## src/hdl/dmbc_regs.svh

```systemverilog
// Overview of operation
// - Byte write strobes only addressed byte
// - Chip address multiplexed as row then column
// - Range decode picks low or high row strobe
// - Board hit only inside configured address range
// - Outside refresh line inhibits address decode
// - Top bank blocked, optionally only upper half
// - Sync edge sets read or write flag
// - Write request waits for data-out strobe
// - Any request starts sequence under cycle lock
// - Running refresh finishes before access starts
// - Access held for arbitration, refresh may win
// - Refresh allowed once lock drops
// - Read-modify-write is read then write
// - Same timing for byte and word writes
// - Reply driven for every accepted access
// - Refresh timer period fourteen and a half microseconds
// - Row counter advances once per refresh
// - One parity bit generated per byte
// - Read checks parity, error on line 16
// - Reply delayed for parity on parity boards
// - Line 16 during write stores bad parity
// - Five switches select starting bank number
`ifndef DMBC_REGS_SVH
`define DMBC_REGS_SVH

`define DMBC_CLK_NS              50
`define DMBC_REFRESH_PERIOD_NS   14500
`define DMBC_REFRESH_PERIOD_CYC  (`DMBC_REFRESH_PERIOD_NS / `DMBC_CLK_NS)
`define DMBC_ARB_HOLD_NS         100
`define DMBC_ARB_HOLD_CYC        ((`DMBC_ARB_HOLD_NS + `DMBC_CLK_NS - 1) / `DMBC_CLK_NS)
`define DMBC_REFRESH_LEN_NS      575
`define DMBC_REFRESH_LEN_CYC     ((`DMBC_REFRESH_LEN_NS + `DMBC_CLK_NS - 1) / `DMBC_CLK_NS)
`define DMBC_ROW_CYC             2
`define DMBC_COL_CYC             3
`define DMBC_PRECHG_CYC          3
`define DMBC_PAR_DELAY_CYC       2

`define DMBC_CFG_OFFSET          4'h0
`define DMBC_STATUS_OFFSET       4'h4
`define DMBC_CFG_RESET           9'h000
`define DMBC_CFG_START_LSB       0
`define DMBC_CFG_BANK7_BIT       5
`define DMBC_CFG_CHIP16K_BIT     6
`define DMBC_CFG_CHIP32_BIT      7
`define DMBC_CFG_PARITY_BIT      8
`define DMBC_ST_FAULT_BIT        0
`define DMBC_ST_STICKY_BIT       1
`define DMBC_ST_LOCK_BIT         2
`define DMBC_ST_REFPEND_BIT      3
`define DMBC_ST_ROW_LSB          8

`endif

```

## src/hdl/dmbc_pkg.sv

```systemverilog
package dmbc_pkg;
  typedef enum logic [2:0] {
    DMBC_IDLE,
    DMBC_ARB,
    DMBC_ROW,
    DMBC_COL,
    DMBC_PRE,
    DMBC_REF
  } dmbc_state_t;
  typedef enum logic [1:0] {
    DMBC_RESP_OKAY   = 2'h0,
    DMBC_RESP_SLVERR = 2'h2
  } dmbc_resp_t;
endpackage

```

## src/hdl/dmbc_top.sv

```systemverilog
`timescale 1ns/100ps
`include "dmbc_regs.svh"
module dmbc_top #(
  parameter int REFRESH_PERIOD_CYC = `DMBC_REFRESH_PERIOD_CYC,
  parameter int PAR_DELAY_CYC      = `DMBC_PAR_DELAY_CYC
) (
  input  wire logic        aclk,
  input  wire logic        aresetn,
  input  wire logic [3:0]  awaddr,
  input  wire logic        awvalid,
  output logic             awready,
  input  wire logic [31:0] wdata,
  input  wire logic [3:0]  wstrb,
  input  wire logic        wvalid,
  output logic             wready,
  output logic [1:0]       bresp,
  output logic             bvalid,
  input  wire logic        bready,
  input  wire logic [3:0]  araddr,
  input  wire logic        arvalid,
  output logic             arready,
  output logic [31:0]      rdata,
  output logic [1:0]       rresp,
  output logic             rvalid,
  input  wire logic        rready,
  input  wire logic [17:0] bus_dal_in,
  input  wire logic        bus_sync,
  input  wire logic        bus_din,
  input  wire logic        bus_dout,
  input  wire logic        bus_wtbt,
  input  wire logic        bus_bank7,
  input  wire logic        outside_refresh_seen,
  output logic             bus_reply,
  output logic [17:0]      bus_dal_out,
  output logic             bus_dal_oe_n,
  output logic [6:0]       muxed_chip_address,
  output logic             row_strobe_low_array_n,
  output logic             row_strobe_high_array_n,
  output logic             col_strobe_a_n,
  output logic             col_strobe_b_n,
  output logic             byte_write_low_n,
  output logic             byte_write_high_n,
  output logic [15:0]      mem_wdata,
  input  wire logic [15:0] mem_rdata,
  output logic [1:0]       par_wdata,
  input  wire logic [1:0]  par_rdata
);
  logic [8:0]            cfg;
  logic                  fault_sticky;
  logic                  parity_fault_latched;
  logic                  aw_held;
  logic                  w_held;
  logic [3:0]            aw_q;
  logic [31:0]           w_q;
  logic [3:0]            strb_q;
  logic                  do_write;
  logic                  sync_q;
  logic                  read_flag;
  logic                  write_flag;
  logic                  read_done;
  logic                  write_done;
  logic                  hit_q_high;
  logic [6:0]            row_q;
  logic [6:0]            col_q;
  logic                  a0_q;
  logic                  board_hit;
  logic                  high_range;
  logic [6:0]            row_addr;
  logic [6:0]            col_addr;
  logic                  read_request;
  logic                  write_request;
  logic                  refresh_tick;
  logic                  refresh_done;
  logic [6:0]            refresh_row;
  logic                  refresh_pending;
  logic                  cycle_lock;
  logic                  is_write;
  logic                  portion_done;
  logic                  fault_now;
  logic [3:0]            seq_cnt;
  logic [3:0]            reply_cnt;
  logic [15:0]           rd_data_q;
  dmbc_pkg::dmbc_state_t state;
  assign do_write   = aw_held & w_held & ~bvalid;
  assign cycle_lock = (state != dmbc_pkg::DMBC_IDLE);
  assign read_request  = read_flag & ~read_done;
  assign write_request = (write_flag | read_done) & bus_dout & ~write_done;
  assign fault_now = cfg[`DMBC_CFG_PARITY_BIT]
                   & (((^mem_rdata[7:0]) != par_rdata[0]) | ((^mem_rdata[15:8]) != par_rdata[1]));

  dmbc_range_decode u_decode (
    .bus_addr               (bus_dal_in),
    .start_address_switches (cfg[`DMBC_CFG_START_LSB +: 5]),
    .bank7_lower_en         (cfg[`DMBC_CFG_BANK7_BIT]),
    .chips16k               (cfg[`DMBC_CFG_CHIP16K_BIT]),
    .chips32                (cfg[`DMBC_CFG_CHIP32_BIT]),
    .bus_bank7              (bus_bank7),
    .outside_refresh_seen   (outside_refresh_seen),
    .board_hit              (board_hit),
    .high_range             (high_range),
    .row_addr               (row_addr),
    .col_addr               (col_addr)
  );

  dmbc_refresh_timer #(
    .PERIOD_CYC (REFRESH_PERIOD_CYC)
  ) u_refresh (
    .aclk         (aclk),
    .aresetn      (aresetn),
    .chips16k     (cfg[`DMBC_CFG_CHIP16K_BIT]),
    .refresh_done (refresh_done),
    .refresh_tick (refresh_tick),
    .refresh_row  (refresh_row)
  );

  // AXI write address and data, accepted in either order
  always_ff @(posedge aclk) begin
    if (!aresetn) begin
      awready <= 1'b0;
      aw_held <= 1'b0;
      aw_q    <= 4'h0;
    end else if (awvalid && awready) begin
      awready <= 1'b0;
      aw_held <= 1'b1;
      aw_q    <= awaddr;
    end else if (do_write) begin
      aw_held <= 1'b0;
    end else if (!aw_held && !bvalid) begin
      awready <= 1'b1;
    end
  end

  always_ff @(posedge aclk) begin
    if (!aresetn) begin
      wready <= 1'b0;
      w_held <= 1'b0;
      w_q    <= 32'h0000_0000;
      strb_q <= 4'h0;
    end else if (wvalid && wready) begin
      wready <= 1'b0;
      w_held <= 1'b1;
      w_q    <= wdata;
      strb_q <= wstrb;
    end else if (do_write) begin
      w_held <= 1'b0;
    end else if (!w_held && !bvalid) begin
      wready <= 1'b1;
    end
  end

  always_ff @(posedge aclk) begin
    if (!aresetn) begin
      bvalid <= 1'b0;
      bresp  <= dmbc_pkg::DMBC_RESP_OKAY;
    end else if (do_write) begin
      bvalid <= 1'b1;
      bresp  <= (aw_q == `DMBC_CFG_OFFSET || aw_q == `DMBC_STATUS_OFFSET)
              ? dmbc_pkg::DMBC_RESP_OKAY : dmbc_pkg::DMBC_RESP_SLVERR;
    end else if (bready) begin
      bvalid <= 1'b0;
    end
  end

  always_ff @(posedge aclk) begin
    if (!aresetn) begin
      cfg <= `DMBC_CFG_RESET;
    end else if (do_write && aw_q == `DMBC_CFG_OFFSET) begin
      if (strb_q[0]) begin
        cfg[7:0] <= w_q[7:0];
      end
      if (strb_q[1]) begin
        cfg[8] <= w_q[8];
      end
    end
  end

  // Sticky fault: a new fault wins over a write-one clear
  always_ff @(posedge aclk) begin
    if (!aresetn) begin
      fault_sticky <= 1'b0;
    end else if (portion_done && !is_write && parity_fault_latched) begin
      fault_sticky <= 1'b1;
    end else if (do_write && aw_q == `DMBC_STATUS_OFFSET && strb_q[0]
                 && w_q[`DMBC_ST_STICKY_BIT]) begin
      fault_sticky <= 1'b0;
    end
  end

  always_ff @(posedge aclk) begin
    if (!aresetn) begin
      arready <= 1'b0;
      rvalid  <= 1'b0;
      rdata   <= 32'h0000_0000;
      rresp   <= dmbc_pkg::DMBC_RESP_OKAY;
    end else if (arvalid && arready) begin
      arready <= 1'b0;
      rvalid  <= 1'b1;
      rresp   <= dmbc_pkg::DMBC_RESP_OKAY;
      rdata   <= 32'h0000_0000;
      if (araddr == `DMBC_CFG_OFFSET) begin
        rdata[8:0] <= cfg;
      end else if (araddr == `DMBC_STATUS_OFFSET) begin
        rdata[`DMBC_ST_FAULT_BIT]   <= parity_fault_latched;
        rdata[`DMBC_ST_STICKY_BIT]  <= fault_sticky;
        rdata[`DMBC_ST_LOCK_BIT]    <= cycle_lock;
        rdata[`DMBC_ST_REFPEND_BIT] <= refresh_pending;
        rdata[`DMBC_ST_ROW_LSB +: 7] <= refresh_row;
      end else begin
        rresp <= dmbc_pkg::DMBC_RESP_SLVERR;
      end
    end else if (rvalid && rready) begin
      rvalid  <= 1'b0;
      arready <= 1'b1;
    end else if (!rvalid) begin
      arready <= 1'b1;
    end
  end

  // Address phase capture on the leading edge of sync
  always_ff @(posedge aclk) begin
    if (!aresetn) begin
      sync_q     <= 1'b0;
      read_flag  <= 1'b0;
      write_flag <= 1'b0;
      hit_q_high <= 1'b0;
      row_q      <= 7'h00;
      col_q      <= 7'h00;
      a0_q       <= 1'b0;
    end else begin
      sync_q <= bus_sync;
      if (!bus_sync) begin
        read_flag  <= 1'b0;
        write_flag <= 1'b0;
      end else if (!sync_q && board_hit) begin
        read_flag  <= ~bus_wtbt;
        write_flag <= bus_wtbt;
        hit_q_high <= high_range;
        row_q      <= row_addr;
        col_q      <= col_addr;
        a0_q       <= bus_dal_in[0];
      end
    end
  end

  always_ff @(posedge aclk) begin
    if (!aresetn) begin
      read_done  <= 1'b0;
      write_done <= 1'b0;
    end else if (!bus_sync) begin
      read_done  <= 1'b0;
      write_done <= 1'b0;
    end else if (portion_done) begin
      read_done  <= read_done | ~is_write;
      write_done <= write_done | is_write;
    end
  end

  // Refresh request waits here; a new tick wins over the clear
  always_ff @(posedge aclk) begin
    if (!aresetn) begin
      refresh_pending <= 1'b0;
    end else if (refresh_tick) begin
      refresh_pending <= 1'b1;
    end else if (state == dmbc_pkg::DMBC_REF) begin
      refresh_pending <= 1'b0;
    end
  end

  // Array timing sequence
  always_ff @(posedge aclk) begin
    if (!aresetn) begin
      state                   <= dmbc_pkg::DMBC_IDLE;
      seq_cnt                 <= 4'h0;
      is_write                <= 1'b0;
      portion_done            <= 1'b0;
      refresh_done            <= 1'b0;
      muxed_chip_address      <= 7'h00;
      row_strobe_low_array_n  <= 1'b1;
      row_strobe_high_array_n <= 1'b1;
      col_strobe_a_n          <= 1'b1;
      col_strobe_b_n          <= 1'b1;
      byte_write_low_n        <= 1'b1;
      byte_write_high_n       <= 1'b1;
      mem_wdata               <= 16'h0000;
      par_wdata               <= 2'h0;
      rd_data_q               <= 16'h0000;
      parity_fault_latched    <= 1'b0;
    end else begin
      portion_done <= 1'b0;
      refresh_done <= 1'b0;
      seq_cnt      <= seq_cnt + 4'h1;
      case (state)
        dmbc_pkg::DMBC_IDLE: begin
          seq_cnt <= 4'h0;
          if (read_request || write_request) begin
            state <= dmbc_pkg::DMBC_ARB;
          end else if (refresh_pending) begin
            state                   <= dmbc_pkg::DMBC_REF;
            muxed_chip_address      <= refresh_row;
            row_strobe_low_array_n  <= 1'b0;
            row_strobe_high_array_n <= 1'b0;
          end
        end
        dmbc_pkg::DMBC_ARB: begin
          if (seq_cnt == 4'(`DMBC_ARB_HOLD_CYC - 1)) begin
            seq_cnt <= 4'h0;
            if (refresh_pending) begin
              state                   <= dmbc_pkg::DMBC_REF;
              muxed_chip_address      <= refresh_row;
              row_strobe_low_array_n  <= 1'b0;
              row_strobe_high_array_n <= 1'b0;
            end else begin
              state <= dmbc_pkg::DMBC_ROW;
            end
          end
        end
        dmbc_pkg::DMBC_REF: begin
          if (seq_cnt == 4'(`DMBC_REFRESH_LEN_CYC - `DMBC_PRECHG_CYC - 1)) begin
            row_strobe_low_array_n  <= 1'b1;
            row_strobe_high_array_n <= 1'b1;
          end
          if (seq_cnt == 4'(`DMBC_REFRESH_LEN_CYC - 1)) begin
            seq_cnt      <= 4'h0;
            refresh_done <= 1'b1;
            // Access that waited behind refresh starts at once
            state <= (read_request || write_request) ? dmbc_pkg::DMBC_ROW
                                                     : dmbc_pkg::DMBC_IDLE;
          end
        end
        dmbc_pkg::DMBC_ROW: begin
          if (seq_cnt == 4'h0) begin
            is_write                <= write_request;
            muxed_chip_address      <= row_q;
            row_strobe_low_array_n  <= hit_q_high;
            row_strobe_high_array_n <= ~hit_q_high;
            mem_wdata               <= bus_dal_in[15:0];
            par_wdata[0] <= (^bus_dal_in[7:0]) ^ bus_dal_in[16];
            par_wdata[1] <= (^bus_dal_in[15:8]) ^ bus_dal_in[16];
          end
          if (seq_cnt == 4'(`DMBC_ROW_CYC - 1)) begin
            seq_cnt            <= 4'h0;
            state              <= dmbc_pkg::DMBC_COL;
            muxed_chip_address <= col_q;
            col_strobe_a_n     <= hit_q_high;
            col_strobe_b_n     <= ~hit_q_high;
            if (is_write) begin
              // Same sequence for byte and word; only strobes differ
              byte_write_low_n  <= bus_wtbt & a0_q;
              byte_write_high_n <= bus_wtbt & ~a0_q;
            end
          end
        end
        dmbc_pkg::DMBC_COL: begin
          if (seq_cnt == 4'(`DMBC_COL_CYC - 1)) begin
            seq_cnt                 <= 4'h0;
            state                   <= dmbc_pkg::DMBC_PRE;
            portion_done            <= 1'b1;
            row_strobe_low_array_n  <= 1'b1;
            row_strobe_high_array_n <= 1'b1;
            col_strobe_a_n          <= 1'b1;
            col_strobe_b_n          <= 1'b1;
            byte_write_low_n        <= 1'b1;
            byte_write_high_n       <= 1'b1;
            if (!is_write) begin
              rd_data_q            <= mem_rdata;
              parity_fault_latched <= fault_now;
            end
          end
        end
        dmbc_pkg::DMBC_PRE: begin
          if (seq_cnt == 4'(`DMBC_PRECHG_CYC - 1)) begin
            seq_cnt <= 4'h0;
            state   <= dmbc_pkg::DMBC_IDLE;
          end
        end
        default: begin
          state <= dmbc_pkg::DMBC_IDLE;
        end
      endcase
    end
  end

  // Reply and read data toward the processor bus
  always_ff @(posedge aclk) begin
    if (!aresetn) begin
      reply_cnt    <= 4'h0;
      bus_reply    <= 1'b0;
      bus_dal_out  <= 18'h00000;
      bus_dal_oe_n <= 1'b1;
    end else begin
      if (portion_done) begin
        reply_cnt <= cfg[`DMBC_CFG_PARITY_BIT] ? 4'(PAR_DELAY_CYC) : 4'h0;
      end else if (reply_cnt != 4'h0) begin
        reply_cnt <= reply_cnt - 4'h1;
      end
      bus_reply <= !portion_done && reply_cnt == 4'h0
                 && ((read_flag && read_done && !write_done && bus_din)
                     || (write_done && bus_dout));
      bus_dal_oe_n <= ~(!portion_done && reply_cnt == 4'h0 && read_flag && read_done
                        && !write_done && bus_din);
      bus_dal_out  <= {1'b0, parity_fault_latched, rd_data_q};
    end
  end
endmodule

```

## src/hdl/dmbc_range_decode.sv

```systemverilog
`timescale 1ns/100ps
module dmbc_range_decode (
  input  wire logic [17:0] bus_addr,
  input  wire logic [4:0]  start_address_switches,
  input  wire logic        bank7_lower_en,
  input  wire logic        chips16k,
  input  wire logic        chips32,
  input  wire logic        bus_bank7,
  input  wire logic        outside_refresh_seen,
  output logic             board_hit,
  output logic             high_range,
  output logic [6:0]       row_addr,
  output logic [6:0]       col_addr
);
  logic [4:0]  rel_bank;
  logic [3:0]  nbanks;
  logic [14:0] rel_word;
  logic        in_range;
  logic        block7;

  always_comb begin
    rel_bank = 5'(bus_addr[17:13] - start_address_switches);
    nbanks   = 4'h1 << {chips16k, chips32};
    in_range = ({1'b0, rel_bank} < {2'h0, nbanks});
    block7   = bus_bank7 & (~bank7_lower_en | bus_addr[12]);
    board_hit = in_range & ~block7 & ~outside_refresh_seen;
    rel_word = {rel_bank[2:0], bus_addr[12:1]};
    high_range = chips32 & (chips16k ? rel_word[14] : rel_word[12]);
    if (chips16k) begin
      row_addr = rel_word[6:0];
      col_addr = rel_word[13:7];
    end else begin
      row_addr = {1'b0, rel_word[5:0]};
      col_addr = {1'b0, rel_word[11:6]};
    end
  end
endmodule

```

## src/hdl/dmbc_refresh_timer.sv

```systemverilog
`timescale 1ns/100ps
`include "dmbc_regs.svh"
module dmbc_refresh_timer #(
  parameter int PERIOD_CYC = `DMBC_REFRESH_PERIOD_CYC
) (
  input  wire logic       aclk,
  input  wire logic       aresetn,
  input  wire logic       chips16k,
  input  wire logic       refresh_done,
  output logic            refresh_tick,
  output logic [6:0]      refresh_row
);
  logic [15:0] period_cnt;
  always_ff @(posedge aclk) begin
    if (!aresetn) begin
      period_cnt   <= 16'h0000;
      refresh_tick <= 1'b0;
    end else if (period_cnt == 16'(PERIOD_CYC - 1)) begin
      period_cnt   <= 16'h0000;
      refresh_tick <= 1'b1;
    end else begin
      period_cnt   <= period_cnt + 16'h0001;
      refresh_tick <= 1'b0;
    end
  end

  always_ff @(posedge aclk) begin
    if (!aresetn) begin
      refresh_row <= 7'h00;
    end else if (refresh_done) begin
      if (refresh_row == (chips16k ? 7'h7F : 7'h3F)) begin
        refresh_row <= 7'h00;
      end else begin
        refresh_row <= refresh_row + 7'h01;
      end
    end
  end
endmodule

```

## config.mk

```make
export PLATFORM = sky130hd
export DESIGN_NAME = dmbc_top
export DESIGN_NICKNAME = d
export VERILOG_FILES = /design/src/hdl/dmbc_pkg.sv /design/src/hdl/dmbc_top.sv /design/src/hdl/dmbc_range_decode.sv /design/src/hdl/dmbc_refresh_timer.sv
export VERILOG_INCLUDE_DIRS = /design/src /design/src/hdl
export SDC_FILE = /design/constraint.sdc
export NUM_CORES = 1
export LEC_CHECK = 0
export CELL_PAD_IN_SITES_DETAIL_PLACEMENT = 1
export CELL_PAD_IN_SITES_GLOBAL_PLACEMENT = 1
export CORE_ASPECT_RATIO = 0.7
export CORE_UTILIZATION = 42
export DETAILED_ROUTE_END_ITERATION = 7
export DONT_BUFFER_PORTS = 1
export PLACE_DENSITY = 0.85
export SLEW_MARGIN = 20
export SYNTH_ARGS = -nofsm -noshare
export SYNTH_HDL_FRONTEND = slang
export SYNTH_HIERARCHICAL = 1
export SYNTH_SLANG_ARGS = --single-unit
export TNS_END_PERCENT = 10
```

## constraint.sdc

```tcl
create_clock -name aclk -period 2.85 [get_ports aclk]
set_clock_uncertainty 0.15 [all_clocks]
set_input_delay 0.285 -clock aclk [delete_from_list [all_inputs] [get_ports aclk]]
set_output_delay 0.285 -clock aclk [all_outputs]
set_load 0.01 [all_outputs]
```

## Word level (Yosys, flattened, before mapping)

Cells that the tools add are included.

- Bits in registers: 179
- Latch bits: 0
- Bits in writable memories: 0
- Bits in read-only memories: 0
- Input port bits: 93
- Output and inout bits: 92
- Logic and storage cells: 266
- Memories kept: 0

- Add/sub/neg operators: 5
- Multipliers: 0
- Divide/modulo/power cells: 0
- $lt $le $gt $ge: 1
- Eq/ne operators: 27
- Shift-type cells: 1
- Multiplexer cells: 75
- Bitwise gates (word level): 32
- Reduce and logical (&&, ||, !) cells: 75

Operators by type and width:

| cell | count |
|---|---|
| $mux W7 | 10 |
| $mux W1 | 34 |
| $mux W4 | 8 |
| $reduce_xor A8 Y1 | 4 |
| $mux W3 | 8 |
| $logic_and A1 B1 Y1 | 23 |
| $pmux W7 S3 | 1 |
| $pmux W3 S6 | 1 |
| $reduce_and A2 Y1 | 9 |
| $add A16 B1 Y16 const B | 1 |
| $eq A16 B9 Y1 const B | 1 |
| $logic_not A4 Y1 | 4 |
| $pmux W4 S4 | 1 |
| $reduce_bool A2 Y1 | 8 |
| $ne A2 B2 Y1 const B | 7 |
| $not A1 Y1 | 13 |
| $and A1 B1 Y1 | 12 |
| $reduce_and A6 Y1 | 2 |
| $reduce_or A2 Y1 | 6 |
| $mux W2 | 5 |
| $pmux W1 S5 | 2 |
| $eq A4 B3 Y1 const B | 2 |
| $eq A4 B4 Y1 const B | 2 |
| $pmux W1 S2 | 4 |
| other kinds (26) | 48 |

## Logic depth before layout (Yosys ltp)

- Depth after elaboration: 8
- Mapped depth: 16
- Depth with buffers taken out: 14

## Hierarchy

The synthesis kept the hierarchy.

By module, submodules not included:

| module | instances | cells an instance | area each (µm²) | seq. area each (µm²) |
|---|---|---|---|---|
| dmbc_top | 1 | 739 | 6351.1 | 3042.9 |
| dmbc_refresh_timer | 1 | 117 | 1053.5 | 480.5 |
| dmbc_range_decode | 1 | 54 | 417.9 | 0.0 |

## Least setup slack after synthesis

No wires, ideal clock.

- Path kind: reg2reg
- Start: reg cfg[1]
- End: reg row_q[2]
- Library setup time: 0.071 ns
- Data arrival time: 2.850 ns
- Required time: 2.629 ns
- Setup slack: -0.221 ns
- Stages on the path, launching flop included: 16
- Buffers on the path: 2
- Period minus slack after synthesis: 3.071 ns
- Path through: dfxtp_1 -> inv_1 -> ha_1 -> a21o_1 -> a21oi_1 -> xnor2_1 -> ha_1 -> o2111ai_2 -> nand3_1 -> a211oi_1 -> nor2b_1 -> and2_1 -> clkbuf_1 -> clkbuf_1 -> nand2_1 -> a21oi_1

- Cells in the longest elaborated chain, start to end: 6

RTL lines:

| element | RTL line | text |
|---|---|---|
| start, declared | dmbc_top.sv:48 | `logic [8:0] cfg;` |
| start signal, assigned | dmbc_top.sv:166 | `` cfg <= `DMBC_CFG_RESET; `` |
| start signal, assigned | dmbc_top.sv:169 | `cfg[7:0] <= w_q[7:0];` |
| $sub A5 B5 Y5 | dmbc_range_decode.sv:22 | `rel_bank = 5'(bus_addr[17:13] - start_address_switches);` |
| $lt A5 B4 Y1 | dmbc_range_decode.sv:24 | `in_range = ({1'b0, rel_bank} < {2'h0, nbanks});` |
| $and A1 B1 Y1 (2 in series) | dmbc_range_decode.sv:26 | `board_hit = in_range & ~block7 & ~outside_refresh_seen;` |
| via board_hit | dmbc_top.sv:66 | `logic board_hit;` |
| $logic_and A1 B1 Y1 | dmbc_top.sv:234 | `end else if (!sync_q && board_hit) begin` |
| $reduce_and A2 Y1 (no source line) | n/a |  |
| end signal, assigned | dmbc_top.sv:238 | `row_q <= row_addr;` |
| end, declared | dmbc_top.sv:63 | `logic [6:0] row_q;` |

The timed path passes the listed nets, and every way through them passes these cells.
A chain may end at the register's enable or synchronous reset.

## Final worst setup path

- Start: reg cfg[0]
- End: reg hit_q_high

- Cells in the longest elaborated chain, start to end: 6
- Elaborated cells on any way between the ends: 8
- Those cells by class: add/sub (1); order compare (1); mux (1); bitwise (3); reduce/logical (2)

RTL lines:

| element | RTL line | text |
|---|---|---|
| $sub A5 B5 Y5 | dmbc_range_decode.sv:22 |  |
| $lt A5 B4 Y1 | dmbc_range_decode.sv:24 |  |
| $and A1 B1 Y1 (2 in series) | dmbc_range_decode.sv:26 |  |
| via board_hit | dmbc_top.sv:66 |  |
| $logic_and A1 B1 Y1 | dmbc_top.sv:234 |  |
| $reduce_and A2 Y1 (no source line) | n/a |  |
| end signal, assigned | dmbc_top.sv:237 | `hit_q_high <= high_range;` |
| end, declared | dmbc_top.sv:62 | `logic hit_q_high;` |

The timed path passes the listed nets, and every way through them passes these cells.

==> run_results.csv <==
group,metric,value,unit
clocking,clock-sinks,176,
flow_run,cap_viol_max_count,0,
power_and_ir_drop,peakVddDrop,373,uV
clocking,insertion_delay,0.44,ns
routing,post_drt_via_cell_ratio,5.30,
clocking,cts_buffers,17,
cells_and_area,nFillCells,2094,
synthesis,ys_ff_latch,176,
sta,min_period_over_period,97.1,%
synthesis,ys_seq_area_share,45.0,%
grt,grt_pass1_vias,6569,
routing,drc,0,
grt,track_usage,23.4,%
critical_path,startpoint_type,"register",
critical_path,cp_top_family,"adder cells",
die,core_area,0.0181,mm2
synthesis,ys_top_cells_by_count,"dfxtp_1 (176), nand2_1 (153), nor2_1 (107), a21oi_1 (83), mux2i_1 (34)",
synthesis,synth_ff_type,"dfxtp_1",
routing,vias,6386,
critical_path,r2r_end,"hit_q_high",
critical_path,crit-reg2reg-launch,"cfg[0]",
grt,grt_max_degree,43,
critical_path,crit_slowest_cell,"dfxtp_4",
clocking,clkTransAtPathRegs,0.08,ns
critical_path,cpPeakStageDelay,0.37,ns
synthesis,synth_cell_types,66,
critical_path,crit_path_end_kind,"register",
worst_hold_path,min_path_type,"input port to register",
synthesis,netlist.area_leader.share,45.0,%
critical_path,r2r_slack,0.08,ns
worst_hold_path,whs_endpoint,"row_q[6]",
sta,maxSlewViolCount,0,
synthesis,postSynthCellCount,910,
clocking,tritoncts,"yes",
grt,grt_first_pass_wirelength,34.4,mm
synthesis,syn_avg_cell_area,8.60,um2
worst_hold_path,hp-start,"bus_dal_in[7]",
placed_design,dpl.hpwl,14.9,mm
synthesis,yosysMostFrequentCell,"dfxtp_1",
critical_path,crit_chain,"ha_4, fa_2, xnor2_2, ha_1, a21o_1, a211oi_2, nor2b_4, and2_4, clkbuf_16, nand2_1, a21oi_1",
die,die_h,116,um
routing,drt_iter0_drc,287,
sta,fin_setup_tns,0,ns
clocking,ctsHtreeMaxLevel,4,
cells_and_area,area_growth,18.6,%
synthesis,yosysTopAreaCell,"dfxtp_1",
clocking,cts_root_buffer,"clkbuf_16",
die,die_w,165,um
sta,finalCriticalPeriod,2.77,ns
critical_path,arrival,2.97,ns
grt,antenna_found_initial,0,
grt,gr-total-overflow,0,
sta,max_freq,361,MHz
synthesis,async_reset_ff_share,0,%
cells_and_area,nets,1066,
sta,hold_ws,0.0174,ns
sta,maxSlewHeadroom,44.9,%
placed_design,io_buffers,0,
cells_and_area,diodes,0,
synthesis,synth_edf_count,0,
power_and_ir_drop,report.power.total,6.19,mW
critical_path,setup.worst_path.class,"register to register",
critical_path,crit_required,3.05,ns
routing,post_drt_wl_per_cell,18.4,um
critical_path,cp_max_fo,8,
synthesis,syn_area,0.00782,mm2
routing,drt-total-wl,22.2,mm
placed_design,placed_cells,1113,
cells_and_area,layout-drive-gt1-share,10.0,%
clocking,clockBufferDepth,2,
sta,finalSetupViolations,0,
die,rows,41,
placed_design,place_congestion,0.849,
worst_hold_path,holdPathStages,3,
die,initial_core_util,43.2,%
critical_path,reg2reg_depth,11,
power_and_ir_drop,power-per-cell-area,667,mW/mm2
die,io_pins,185,
sta,worstMarginPinSlew,0.824,ns
routing,postRouteAntennaNets,0,
cells_and_area,instances_no_fill,1206,
routing,drt_first_pass_iters,4,
cells_and_area,utilization,51.2,%
critical_path,path_buf_inv,1,
run_status,status,"completed",
power_and_ir_drop,power_leakage,3.41,nW
die,die-area,0.0192,mm2
synthesis,synth_area_leaders,"dfxtp_1 (45%), nand2_1 (7.3%), a21oi_1 (5.3%), nor2_1 (5.1%), mux2i_1 (4.4%)",
sta,hold_viol_final,0,
synthesis,synth_warnings,6,
## cell usage in the layout (no fill, tap or decap), drive strengths merged, types with 8 or more instances in the layout
cell         netlist  final
nand3             22     22
inv               26     32
nand2b            12     12
xor2              19     19
conb               1     20
dfxtp            176    176
xnor2             32     32
a21oi             88     88
o21ai             10     10
ha                15     15
a22oi              8      8
nand2            154    154
nor2             108    108
mux2i             34     34
clkbuf            32     19
buf               40     22
and2              23     23
nor3              20     20
nand4              9      9
dlygate4sd3        0     58
## logic make-up (layout without fill, tap and decap cells)
kind of cell	count (synthesis)	after routing	share of synthesized area, %
adders and majority gates	16	16	2.66
xor gates and xnor gates	55	55	6.86
DFF	176	176	45.0
muxes	40	40	5.21
other	1	20	0.0479
buffers and inverters	98	139	6.32
AOI/OAI and AO/OA	140	140	11.2
and+or+nand+nor	384	384	22.6
## stage by stage
step	worst slack [ns]	area (um2)
after floorplan	0.0613	7910
after global placement	0.0123	7980
after detailed placement	-0.0977	7980
after CTS	0.0268	9200
after global routing	-0.0397	9280
final	0.0836	9280
## worst max path at each step
stage / depth (start not counted) / from / endpoint
floorplan: 15 / cfg[1] / col_q[6]
global route: 11 / cfg[0] / row_q[2]
CTS: 14 / cfg[1] / row_q[3]
finish: 11 / cfg[0] / hit_q_high
global placement: 12 / cfg[0] / col_q[5]
detailed placement: 12 / cfg[0] / row_q[3]
## cell type report
class,instances,area [um2],area share [%]
sequential,176,3530,38.0
clock inverter,14,173,1.86
clock buffer,18,439,4.73
multi-input combinational,655,3950,42.6
tap,236,295,3.18
timing repair buffer,81,793,8.55
inverter,26,98.8,1.07
## sequential cells by signal, summed over array words and instances, names as in the netlist, 9 cells and up
signal / flops
bus_dal_out: 17
mem_wdata: 16
rd_data_q: 16
u_refresh/period_cnt: 16
rdata: 15
cfg: 9
w_q: 9
## worst min-delay path, stage by stage
cell and delay (ns):
and2_1 0.15, nand2_1 0.06, a21oi_1 0.05
## per-layer routing
layer  vias to the layer above  wire length, um  track usage, %  part of all wire [%]
li1                       3100                -               -                     -
met1                      3124            10000            29.1                    45
met2                       142            10700            39.9                    48
met3                        20             1240            6.07                   5.6
met4                         0              281            6.67                   1.3
met5                         -                0               0                     0
## power breakdown
group / switching [mW] / internal, mW / total [mW]
registers: 0.146 / 2.55 / 2.70
clock network: 1.08 / 1.35 / 2.43
logic: 0.609 / 0.452 / 1.06
## timing repair
| action | CTS | global route |
|---|---|---|
| gates cloned | 0 | 1 |
| endpoints found under the setup margin | 18 | 20 |
| hold buffers | 59 | 0 |
| resized for setup | 6 | 10 |
| pin swaps | 0 | 11 |
| setup buffers | 0 | 1 |
| endpoints found under the hold margin | 106 | 0 |
Power figures use the tool's default switching activity.
